### config.mk
export PLATFORM = sky130hd
export DESIGN_NAME = cross_bank_legality
export DESIGN_NICKNAME = d
export VERILOG_FILES = /design/src/include/bank_legal_pkg.sv /design/src/core/bank_tracker.sv /design/src/core/cross_bank_legality.sv
export SDC_FILE = /design/constraint.sdc
export NUM_CORES = 1
export LEC_CHECK = 0
export ABC_AREA = 1
export BUFFER_PORTS_ARGS = -buffer_cell sky130_fd_sc_hd__buf_2
export CORE_AREA = 5 5 145 147
export CTS_BUF_LIST = sky130_fd_sc_hd__clkbuf_2
export DETAILED_ROUTE_END_ITERATION = 12
export DIE_AREA = 0 0 150 152
export GPL_TIMING_DRIVEN = 0
export PLACE_DENSITY = 0.78
export SYNTH_ARGS = -nofsm -noshare
export SYNTH_HDL_FRONTEND = slang
export SYNTH_SLANG_ARGS = --single-unit
### constraint.sdc
create_clock -name clk_in -period 4.48 [get_ports clk_in]
set_clock_uncertainty 0.1 [all_clocks]
set_input_delay 0.448 -clock clk_in [delete_from_list [all_inputs] [get_ports clk_in]]
set_output_delay 0.448 -clock clk_in [all_outputs]
set_load 0.02 [all_outputs]
### src/include/bank_legal_pkg.sv
/*
 * Shared types and constants for the multi-bank command legality tracker:
 * command codes, per-bank state encoding, device-wide phase and timing counts.
 * Assumes a 100 MHz command clock; timings are given in ns and converted here.
 */
package bank_legal_pkg;

    // ******************************************************************
    // sizes
    // ******************************************************************
    localparam int NUM_BANKS = 8;
    localparam int BANK_BITS = 3;
    localparam int CNT_BITS = 8;
    localparam int CLK_PERIOD_NS = 10;

    // ******************************************************************
    // timing figures (ns) and derived cycle counts, least times round up
    // ******************************************************************
    localparam int T_RCD_NS = 18;
    localparam int T_RP_NS = 18;
    localparam int T_MRR_NS = 20;
    localparam int T_MRW_NS = 50;
    localparam int T_RRD_NS = 10;
    localparam int T_EXIT_NS = 75;
    localparam int T_INIT_NS = 1000;

    function automatic int ns_to_cyc(input int ns);
        int c;
        c = (ns + CLK_PERIOD_NS - 1) / CLK_PERIOD_NS;
        return (c < 1) ? 1 : c;
    endfunction

    localparam int RCD_CYC = ns_to_cyc(T_RCD_NS);
    localparam int RP_CYC = ns_to_cyc(T_RP_NS);
    localparam int MRR_CYC = ns_to_cyc(T_MRR_NS);
    localparam int MRW_CYC = ns_to_cyc(T_MRW_NS);
    localparam int RRD_CYC = ns_to_cyc(T_RRD_NS);
    localparam int EXIT_CYC = ns_to_cyc(T_EXIT_NS);
    localparam int INIT_CYC = ns_to_cyc(T_INIT_NS);

    localparam logic [CNT_BITS-1:0] CNT_ZERO = 8'h00;
    localparam logic [CNT_BITS-1:0] CNT_ONE = 8'h01;

    // ******************************************************************
    // commands
    // ******************************************************************
    typedef enum logic [3:0] {
        CMD_NOP,
        CMD_ACTIVATE,
        CMD_READ,
        CMD_WRITE,
        CMD_PRECHARGE,
        CMD_MRR,
        CMD_MRW,
        CMD_MRW_RESET,
        CMD_BST,
        CMD_REFRESH,
        CMD_SELF_REFRESH
    } cmd_code_type;

    typedef struct packed {
        cmd_code_type code;
        logic [BANK_BITS-1:0] bank;
        logic all_banks;
        logic auto_pre;
        logic [CNT_BITS-1:0] burst_cycles;
    } command_type;

    // ******************************************************************
    // per-bank and device states
    // ******************************************************************
    typedef enum logic [3:0] {
        BANK_IDLE,
        BANK_ACTIVATING,
        BANK_ACTIVE,
        BANK_PRECHARGING,
        BANK_READING,
        BANK_WRITING,
        BANK_READING_AP,
        BANK_WRITING_AP,
        BANK_IDLE_MRR,
        BANK_ACTIVE_MRR
    } bank_state_type;

    typedef enum logic [2:0] {
        DEV_POWER_ON,
        DEV_RESETTING,
        DEV_RESET_MRR,
        DEV_MRW,
        DEV_RUN
    } dev_phase_type;

    typedef struct packed {
        logic accepted;
        logic rejected;
    } verdict_type;

endpackage

### src/core/bank_tracker.sv
/*
 * One bank's state tracker with its own timer.
 * Assumes the parent decides legality and only presents accepted commands.
 */
`timescale 1ns/1ps
module bank_tracker
    import bank_legal_pkg::*;
(
    // clock and reset
    input wire logic clk_in,
    input wire logic reset_in,
    // accepted command aimed at this bank
    input wire logic hit_in,
    input wire command_type cmd_in,
    input wire logic bst_hit_in,
    // forced return to idle after device-wide operations
    input wire logic force_idle_in,
    // state
    output bank_state_type state_out,
    output logic burst_out
);

    typedef struct packed {
        bank_state_type state;
        logic [CNT_BITS-1:0] timer;
    } bank_reg_type;

    bank_reg_type r;
    bank_reg_type next_r;

    always_comb begin
        next_r = r;
        if (r.timer != CNT_ZERO) begin
            next_r.timer = r.timer - CNT_ONE;
        end
        if (force_idle_in) begin
            next_r.state = BANK_IDLE;
            next_r.timer = CNT_ZERO;
        end else if (bst_hit_in) begin
            next_r.state = BANK_ACTIVE;
            next_r.timer = CNT_ZERO;
        end else if (hit_in) begin
            unique case (cmd_in.code)
                CMD_ACTIVATE: begin
                    next_r.state = BANK_ACTIVATING;
                    next_r.timer = CNT_BITS'(RCD_CYC);
                end
                CMD_READ: begin
                    next_r.state = cmd_in.auto_pre ? BANK_READING_AP : BANK_READING;
                    next_r.timer = cmd_in.burst_cycles;
                end
                CMD_WRITE: begin
                    next_r.state = cmd_in.auto_pre ? BANK_WRITING_AP : BANK_WRITING;
                    next_r.timer = cmd_in.burst_cycles;
                end
                CMD_PRECHARGE: begin
                    next_r.state = BANK_PRECHARGING;
                    next_r.timer = CNT_BITS'(RP_CYC);
                end
                CMD_MRR: begin
                    next_r.state = (r.state == BANK_ACTIVE) ? BANK_ACTIVE_MRR : BANK_IDLE_MRR;
                    next_r.timer = CNT_BITS'(MRR_CYC);
                end
                default: begin
                    next_r.state = r.state;
                end
            endcase
        end else if (r.timer == CNT_ZERO || r.timer == CNT_ONE) begin
            unique case (r.state)
                BANK_ACTIVATING: next_r.state = BANK_ACTIVE;
                BANK_PRECHARGING: next_r.state = BANK_IDLE;
                BANK_READING, BANK_WRITING: next_r.state = BANK_ACTIVE;
                BANK_READING_AP, BANK_WRITING_AP: begin
                    // auto precharge starts once the burst is out
                    next_r.state = BANK_PRECHARGING;
                    next_r.timer = CNT_BITS'(RP_CYC);
                end
                BANK_IDLE_MRR: next_r.state = BANK_IDLE;
                BANK_ACTIVE_MRR: next_r.state = BANK_ACTIVE;
                default: next_r.state = r.state;
            endcase
        end
    end

    always_ff @(posedge clk_in or posedge reset_in) begin
        if (reset_in) begin
            r <= '{state: BANK_IDLE, timer: CNT_ZERO};
        end else begin
            r <= next_r;
        end
    end

    assign state_out = r.state;
    assign burst_out = (r.state == BANK_READING) || (r.state == BANK_WRITING)
        || (r.state == BANK_READING_AP) || (r.state == BANK_WRITING_AP);

endmodule // bank_tracker

### src/core/cross_bank_legality.sv
/*
 * Command legality and bank state logic for an eight-bank low-power DRAM.
 * Takes one command per clock, decides whether it is legal for the target
 * bank given every other bank, accepts or rejects it, and tracks states.
 * Assumes commands arrive synchronous to clk_in; clock enable is a pin.
 */
`timescale 1ns/1ps
// Overview of operation
// - commands count only when clock enable is high now and last edge, after exit time
// - idle after precharge time, active after activate-to-access time
// - reading or writing lasts until the burst ends or is terminated
// - with another bank idle, any command legal for target is accepted; NOP continues
// - read or write moves target to reading or writing, with or without auto precharge
// - register read accepted while target is idle, activating, precharging or active
// - register read enters idle or active register-read by the target's own state
// - burst terminate ends the burst and returns that bank to active
// - register read from idle returns the bank to idle; from resetting it ends with all banks idle
// - register read from active returns the bank to active
// - register write holds the device until its time, then all banks idle
// - reset from power-on starts initialization; not bank-specific, all banks idle
// - register read while resetting enters resetting register read
module cross_bank_legality
    import bank_legal_pkg::*;
#(
    parameter int NUM_BANK = NUM_BANKS,
    parameter int INIT_CYCLES = INIT_CYC
) (
    // clock and reset
    input wire logic clk_in,
    input wire logic reset_in,
    // pins
    input wire logic cke_in,
    input wire logic power_exit_in,
    // command from the controller
    input wire logic cmd_valid_in,
    input wire command_type cmd_in,
    // outcome
    output verdict_type verdict_out,
    output bank_state_type [NUM_BANK-1:0] bank_state_out,
    output dev_phase_type phase_out,
    output logic all_idle_out
);

    // refuse parameter values the logic cannot serve, at elaboration
    if (NUM_BANK != NUM_BANKS) begin : g_bad_banks
        $error("bank count must match bank address width");
    end
    if (INIT_CYCLES < 1 || INIT_CYCLES > 65535) begin : g_bad_init
        $error("init cycles out of range");
    end

    // ******************************************************************
    // state
    // ******************************************************************
    typedef struct packed {
        logic cke_meta;
        logic cke_sync;
        logic cke_prev;
        logic exit_meta;
        logic exit_sync;
        logic [CNT_BITS-1:0] exit_timer;
        dev_phase_type phase;
        logic [15:0] phase_timer;
        logic [CNT_BITS-1:0] rrd_timer;
        logic [BANK_BITS-1:0] last_burst_bank;
        verdict_type verdict;
    } top_reg_type;

    top_reg_type r;
    top_reg_type next_r;

    bank_state_type [NUM_BANK-1:0] bank_state;
    logic [NUM_BANK-1:0] bank_burst;
    logic [NUM_BANK-1:0] bank_hit;
    logic [NUM_BANK-1:0] bank_bst;
    logic force_idle;
    logic accept;
    logic legal;
    logic cmd_live;
    logic all_idle;
    logic any_read;
    logic any_write;
    logic any_burst;
    logic any_mrr;
    logic all_prechargeable;
    bank_state_type tgt;

    // ******************************************************************
    // per-bank trackers
    // ******************************************************************
    generate
        for (genvar b = 0; b < NUM_BANK; b++) begin : g_bank
            assign bank_hit[b] = accept && (cmd_in.code != CMD_BST)
                && ((cmd_in.bank == BANK_BITS'(b))
                || (cmd_in.code == CMD_PRECHARGE && cmd_in.all_banks));
            assign bank_bst[b] = accept && (cmd_in.code == CMD_BST)
                && (cmd_in.bank == BANK_BITS'(b));
            bank_tracker u_bank (
                .clk_in(clk_in),
                .reset_in(reset_in),
                .hit_in(bank_hit[b]),
                .cmd_in(cmd_in),
                .bst_hit_in(bank_bst[b]),
                .force_idle_in(force_idle),
                .state_out(bank_state[b]),
                .burst_out(bank_burst[b])
            );
        end
    endgenerate

    // ******************************************************************
    // summaries over all banks
    // ******************************************************************
    always_comb begin
        all_idle = 1'b1;
        any_read = 1'b0;
        any_write = 1'b0;
        any_mrr = 1'b0;
        all_prechargeable = 1'b1;
        for (int b = 0; b < NUM_BANK; b++) begin
            all_idle &= (bank_state[b] == BANK_IDLE);
            any_read |= (bank_state[b] == BANK_READING) || (bank_state[b] == BANK_READING_AP);
            any_write |= (bank_state[b] == BANK_WRITING) || (bank_state[b] == BANK_WRITING_AP);
            any_mrr |= (bank_state[b] == BANK_IDLE_MRR) || (bank_state[b] == BANK_ACTIVE_MRR);
            all_prechargeable &= (bank_state[b] == BANK_IDLE) || (bank_state[b] == BANK_ACTIVE)
                || (bank_state[b] == BANK_PRECHARGING) || (bank_state[b] == BANK_ACTIVATING);
        end
        any_burst = any_read || any_write;
    end

    assign tgt = bank_state[cmd_in.bank];
    // synced exit pin blocks at once; the exit timer is only loaded one edge later
    assign cmd_live = cmd_valid_in && r.cke_sync && r.cke_prev && !r.exit_sync
        && (r.exit_timer == CNT_ZERO) && (cmd_in.code != CMD_NOP);

    // ******************************************************************
    // legality
    // ******************************************************************
    always_comb begin
        legal = 1'b0;
        unique case (r.phase)
            DEV_POWER_ON: begin
                legal = (cmd_in.code == CMD_MRW_RESET);
            end
            DEV_RESETTING: begin
                legal = (cmd_in.code == CMD_MRR);
            end
            DEV_RESET_MRR, DEV_MRW: begin
                legal = 1'b0;
            end
            default: begin
                if (any_mrr) begin
                    legal = 1'b0;
                end else begin
                    unique case (cmd_in.code)
                        CMD_ACTIVATE: begin
                            legal = (tgt == BANK_IDLE) && (r.rrd_timer == CNT_ZERO);
                        end
                        CMD_READ: begin
                            legal = ((tgt == BANK_ACTIVE) || (tgt == BANK_READING)
                                || (tgt == BANK_WRITING)) && !(any_write && tgt != BANK_WRITING)
                                && cmd_in.burst_cycles != CNT_ZERO;
                        end
                        CMD_WRITE: begin
                            legal = ((tgt == BANK_ACTIVE) || (tgt == BANK_READING)
                                || (tgt == BANK_WRITING)) && !(any_read && tgt != BANK_READING)
                                && cmd_in.burst_cycles != CNT_ZERO;
                        end
                        CMD_PRECHARGE: begin
                            legal = cmd_in.all_banks ? all_prechargeable
                                : (tgt == BANK_IDLE || tgt == BANK_ACTIVE);
                        end
                        CMD_MRR: begin
                            legal = (tgt == BANK_IDLE) || (tgt == BANK_ACTIVATING)
                                || (tgt == BANK_PRECHARGING) || (tgt == BANK_ACTIVE);
                        end
                        CMD_BST: begin
                            legal = bank_burst[cmd_in.bank]
                                && (cmd_in.bank == r.last_burst_bank);
                        end
                        CMD_MRW, CMD_REFRESH, CMD_SELF_REFRESH: begin
                            legal = all_idle && !any_burst;
                        end
                        CMD_MRW_RESET: begin
                            legal = all_idle && !any_burst;
                        end
                        default: begin
                            legal = 1'b0;
                        end
                    endcase
                end
            end
        endcase
    end

    assign accept = cmd_live && legal && (r.phase == DEV_RUN);

    // ******************************************************************
    // device phase and timers
    // ******************************************************************
    always_comb begin
        next_r = r;
        force_idle = 1'b0;
        next_r.cke_meta = cke_in;
        next_r.cke_sync = r.cke_meta;
        next_r.cke_prev = r.cke_sync;
        next_r.exit_meta = power_exit_in;
        next_r.exit_sync = r.exit_meta;
        next_r.verdict = '{accepted: cmd_live && legal, rejected: cmd_live && !legal};
        if (r.exit_sync) begin
            next_r.exit_timer = CNT_BITS'(EXIT_CYC);
        end else if (r.exit_timer != CNT_ZERO) begin
            next_r.exit_timer = r.exit_timer - CNT_ONE;
        end
        if (r.rrd_timer != CNT_ZERO) begin
            next_r.rrd_timer = r.rrd_timer - CNT_ONE;
        end
        if (r.phase_timer != 16'h0000) begin
            next_r.phase_timer = r.phase_timer - 16'h0001;
        end
        if (accept && cmd_in.code == CMD_ACTIVATE) begin
            next_r.rrd_timer = CNT_BITS'(RRD_CYC - 1);
        end
        if (accept && (cmd_in.code == CMD_READ || cmd_in.code == CMD_WRITE)) begin
            next_r.last_burst_bank = cmd_in.bank;
        end
        unique case (r.phase)
            DEV_POWER_ON: begin
                if (cmd_live && legal) begin
                    next_r.phase = DEV_RESETTING;
                    next_r.phase_timer = 16'(INIT_CYCLES);
                end
            end
            DEV_RESETTING: begin
                if (cmd_live && legal) begin
                    next_r.phase = DEV_RESET_MRR;
                    next_r.phase_timer = 16'(MRR_CYC);
                end else if (r.phase_timer <= 16'h0001) begin
                    next_r.phase = DEV_RUN;
                end
            end
            DEV_RESET_MRR, DEV_MRW: begin
                if (r.phase_timer <= 16'h0001) begin
                    next_r.phase = DEV_RUN;
                    force_idle = 1'b1;
                end
            end
            default: begin
                if (accept && cmd_in.code == CMD_MRW) begin
                    next_r.phase = DEV_MRW;
                    next_r.phase_timer = 16'(MRW_CYC);
                end else if (accept && cmd_in.code == CMD_MRW_RESET) begin
                    next_r.phase = DEV_RESETTING;
                    next_r.phase_timer = 16'(INIT_CYCLES);
                end
            end
        endcase
    end

    always_ff @(posedge clk_in or posedge reset_in) begin
        if (reset_in) begin
            r <= '{phase: DEV_POWER_ON, default: '0};
        end else begin
            r <= next_r;
        end
    end

    assign verdict_out = r.verdict;
    assign bank_state_out = bank_state;
    assign phase_out = r.phase;
    assign all_idle_out = all_idle && (r.phase == DEV_RUN);

endmodule // cross_bank_legality

==> out/qor.csv <==
stage;metric;value;unit
setup_path;cp.required;5.02;ns
setup_path;reg2reg_setup_slack;0.79;ns
floorplanning;die_h;152;um
worst_hold_path;hold_class;input pin to register;
floorplanning;dieWidth;150;um
grt;use_met1;41.0;%
cts;cts_setup_buffers;0;
synth;synth_simple_gate_area_share;34.0;%
timing;slew_viol_final;0;
setup_path;crit_path_end_kind;register;
power;clockPowerShare;30.2;%
cts;numCtsBuffers;17;
synth;syn_nets;1749;
synth;synth.area.mux_share;0;%
power;p_sw;0.000779;W
synth;synth_edf_count;0;
cts;cts_tree;built;
grt;grt_pass1_wl;54.1;mm
finish;fin_nets;1832;
setup_path;path_cells;clkbuf_1 -> nor2_1 -> nand2_1 -> nor2_1 -> nand2_1 -> o21ai_1 -> nand2_1 -> a21oi_1 -> nor2_1 -> nand2_1 -> nand2_1 -> nand2_2 -> nand4_2 -> nor2_4 -> nand2_1 -> nand3_1 -> inv_1 -> nand2_1 -> a21oi_1;
cts;clock_latency;0.78;ns
timing;setup_viol;0;
timing;slew_headroom;36.4;%
setup_path;rr_endpoint;g_bank[0].u_bank.r[0]$_DFF_PP0_;
drt;num_vias;11587;
floorplanning;floorplan.core_area;19800;um^2
finish;n_fill_cell;1965;
setup_path;slowest_stage;dfrtp_1;
setup_path;critical_path_peak_fanout;10;
placement;dpl.hpwl;25.7;mm
placement;place_congestion;1.01;
cts;clkTransAtPathRegs;0.23;ns
drt;ant_nets;0;
floorplanning;start_util;55.9;%
floorplanning;die_area;22800;um^2
setup_path;startpoint;g_bank[3].u_bank.state_out[2]$_DFFE_PP0P_;
power;seq_power_share;57.3;%
cts;clock_sink_count;141;
timing;finalCritPeriodShare;82.4;%
finish;seqCellArea;3530;um^2
setup_path;worstSetupPathType;register to register;
grt;grt-ovfl-total;0;
power;p_int;0.00152;W
synth;async_flop_share;100;%
drt;wl_per_cell;16.5;um
floorplanning;io_pins;60;
grt;busiest_layer;met2;
setup_path;crit_top_cell;nand2_1;
setup_path;endpoint;g_bank[0].u_bank.r[0]$_DFF_PP0_;
power;switching_share;33.8;%
power;p_comb_share;12.5;%
synth;synth_top_flop_cell;dfrtp_1;
finish;syn2layout_area_growth;8.15;%
synth;avgSynthCellArea;6.50;um^2
finish;drive_above_1_share;9.87;%
finish;post-route-util;60.4;%
finish;multi_input_area;6280;um^2
power;p_per_area;193;nW/um^2
grt;antenna_found_initial;1;
setup_path;crit_path_start_kind;register;
synth;synth.cell_area;11000;um^2
synth;yosys_warnings;0;
setup_path;r2r_cells;19;
timing;timing.fmax;271;MHz
timing;hold_viol;0;
setup_path;r2r_start;g_bank[3].u_bank.state_out[2]$_DFFE_PP0P_;
grt;grt_pass1_vias;10688;
job;maxCapViolCount;0;
synth;synth-compound-area-share;15.3;%
grt;grt_max_degree;86;
drt;drc;0;
drt;dr.pass1.iters;7;
timing;finalCriticalPeriod;3.69;ns
synth;synthCells;1699;
synth;synth-seq-cells;141;
drt;first_iter_violations;1026;
grt;grt_usage;29.5;%
timing;tightest_slew;0.940;ns
power;p_leak;6.42;nW
drt;drt-vias-per-instance;5.61;
synth;ys_seq_area_share;31.9;%
placement;port_buffers;58;
power;ir_worst_vdd;0.117;mV
drt;finalWirelength;34.2;mm
cts;root_buffer;clkbuf_2;
synth;synth.distinct_cells;45;
status;status;finished, final reports clean;
synth;synth_top_family_by_area;simple AND/OR/NAND/NOR gates;
setup_path;max_stage_delay;0.44;ns
cts;htreeDepth;4;
setup_path;cp.arrival;4.23;ns
synth;yosys.area_share.xor_xnor;4.28;%
floorplanning;placementRows;52;
timing;grt_setup_unrepaired;false;
cts;clk_path_buf_depth;2;
grt;use_met2;45.8;%
grt;met3_usage;5.30;%
synth;synthAdderAreaFrac;3.17;%
power;p_total;0.00230;W
==> state kept, by name (all words and copies together), names as in the netlist <==
register	cells
r	37
g_bank.u_bank.state_out	32
next_r	3
verdict_out	2
phase_out	3
g_bank.u_bank.r	64
==> how the worst min path moves through the flow <==
stage	start	to	slack (ns)	depth (start not counted)
after global routing	cmd_in[11]	r[3]$_DFFE_PP0P_	0.005	3
after global placement	next_r[43]$_DFF_PP0_	next_r[42]$_DFF_PP0_	0.23	0
after CTS	cmd_in[11]	r[3]$_DFFE_PP0P_	0.003	3
final	cmd_in[11]	r[3]$_DFFE_PP0P_	0.02	3
after detailed placement	next_r[43]$_DFF_PP0_	next_r[42]$_DFF_PP0_	0.25	0
after floorplan	next_r[43]$_DFF_PP0_	next_r[42]$_DFF_PP0_	0.23	0
==> critical path: cells and delay by family, from the launching register on <==
| kind | cells | cell delay, ns |
|---|---|---|
| simple gates | 14 | 2.37 |
| flops | 1 | 0.44 |
| compound gates | 3 | 0.34 |
| buf+inv | 2 | 0.33 |
==> power by group through the flow <==
stage          logic, W  clock network, W  registers, W
2_1_floorplan  0.000185                 0       0.00134
3_3_place_gp   0.000267                 0       0.00134
3_5_place_dp   0.000280                 0       0.00134
4_1_cts        0.000284          0.000699       0.00132
5_1_grt        0.000320          0.000752       0.00132
6_report       0.000288          0.000696       0.00132
==> through the flow <==
stage,std cells,TNS [ns],setup slack [ns],hold slack (ns),instance area [um^2]
finish,2066,0,0.791,0.0156,11900
detailed placement,2028,0,0.696,0.246,11700
floorplan,1699,0,0.151,0.231,11000
global route,2066,0,0.571,0.00476,11900
global placement,2027,-227.83,-1.63,0.234,11700
CTS,2064,0,0.875,0.00266,11900
==> cell usage after synthesis, types with 2 or more instances <==
cell      count  share of area (%)
inv_2         7               0.24
a31o_2        6               0.48
nand4_2       2               0.23
nand2_1     410                 14
o21ai_1      11               0.50
nor2_2        4               0.23
o31ai_1       8               0.54
buf_4        38                2.6
a41oi_1       2               0.16
o211ai_1     42                2.9
dfrtp_1     141                 32
a21oi_1      93                4.2
a31oi_1      20                1.1
inv_1       213                7.2
nand3b_1      2               0.14
or2_2        14               0.79
nand2_2       5               0.28
o22ai_1       3               0.17
buf_2         6               0.27
nor2_4        3               0.31
nand3_1      98                4.4
nor4_1        8               0.45
or4_1         3               0.20
xor2_1       40                3.2
nand4_1      33                1.9
clkinv_1      3               0.10
clkbuf_1     23               0.78
nor3_1       39                1.8
o21a_1        2               0.14
xnor2_1      14                1.1
ha_1         28                3.2
o21bai_1      5               0.34
nor2_1      268                9.1
o21ai_0      94                4.3
==> metal layers <==
layer / up-vias / part of all wire (%)
met5: - / 0
met4: 0 / 3.8
met3: 102 / 8.1
met2: 490 / 44
met1: 5320 / 44
li1: 5675 / -
==> cell type report <==
type / count / share of cell area (%)
Sequential cell: 141 / 29.5
Multi-Input combinational cell: 1267 / 52.5
Clock buffer: 19 / 0.796
Tap cell: 270 / 2.83
Buffer: 68 / 3.39
Antenna cell: 2 / 0.0419
Inverter: 223 / 7.05
Clock inverter: 12 / 0.754
Timing Repair Buffer: 64 / 3.08
==> kinds of logic after synthesis <==
family,after synthesis
simple gates,892
compound gates,293
flops,141
buf+inv,291
xor+xnor,54
fa+ha+maj,28
==> placed cells by master, fill, tap and decap left out, types with 19 or more instances in the layout <==
cell and n:
a21oi_1 93, a31oi_1 20, buf_2 64, buf_4 38, clkbuf_1 23, clkbuf_2 19, dfrtp_1 141, ha_1 28
inv_1 212, nand2_1 410, nand3_1 98, nand4_1 33, nor2_1 268, nor3_1 39, o211ai_1 42, o21ai_0 94
xor2_1 40
==> repair_timing <==
item,CTS,global route
hold endpoints to repair,88,0
hold buffers,5,0
resized for setup,0,0
Note: power is estimated with default switching activity, not from simulation.
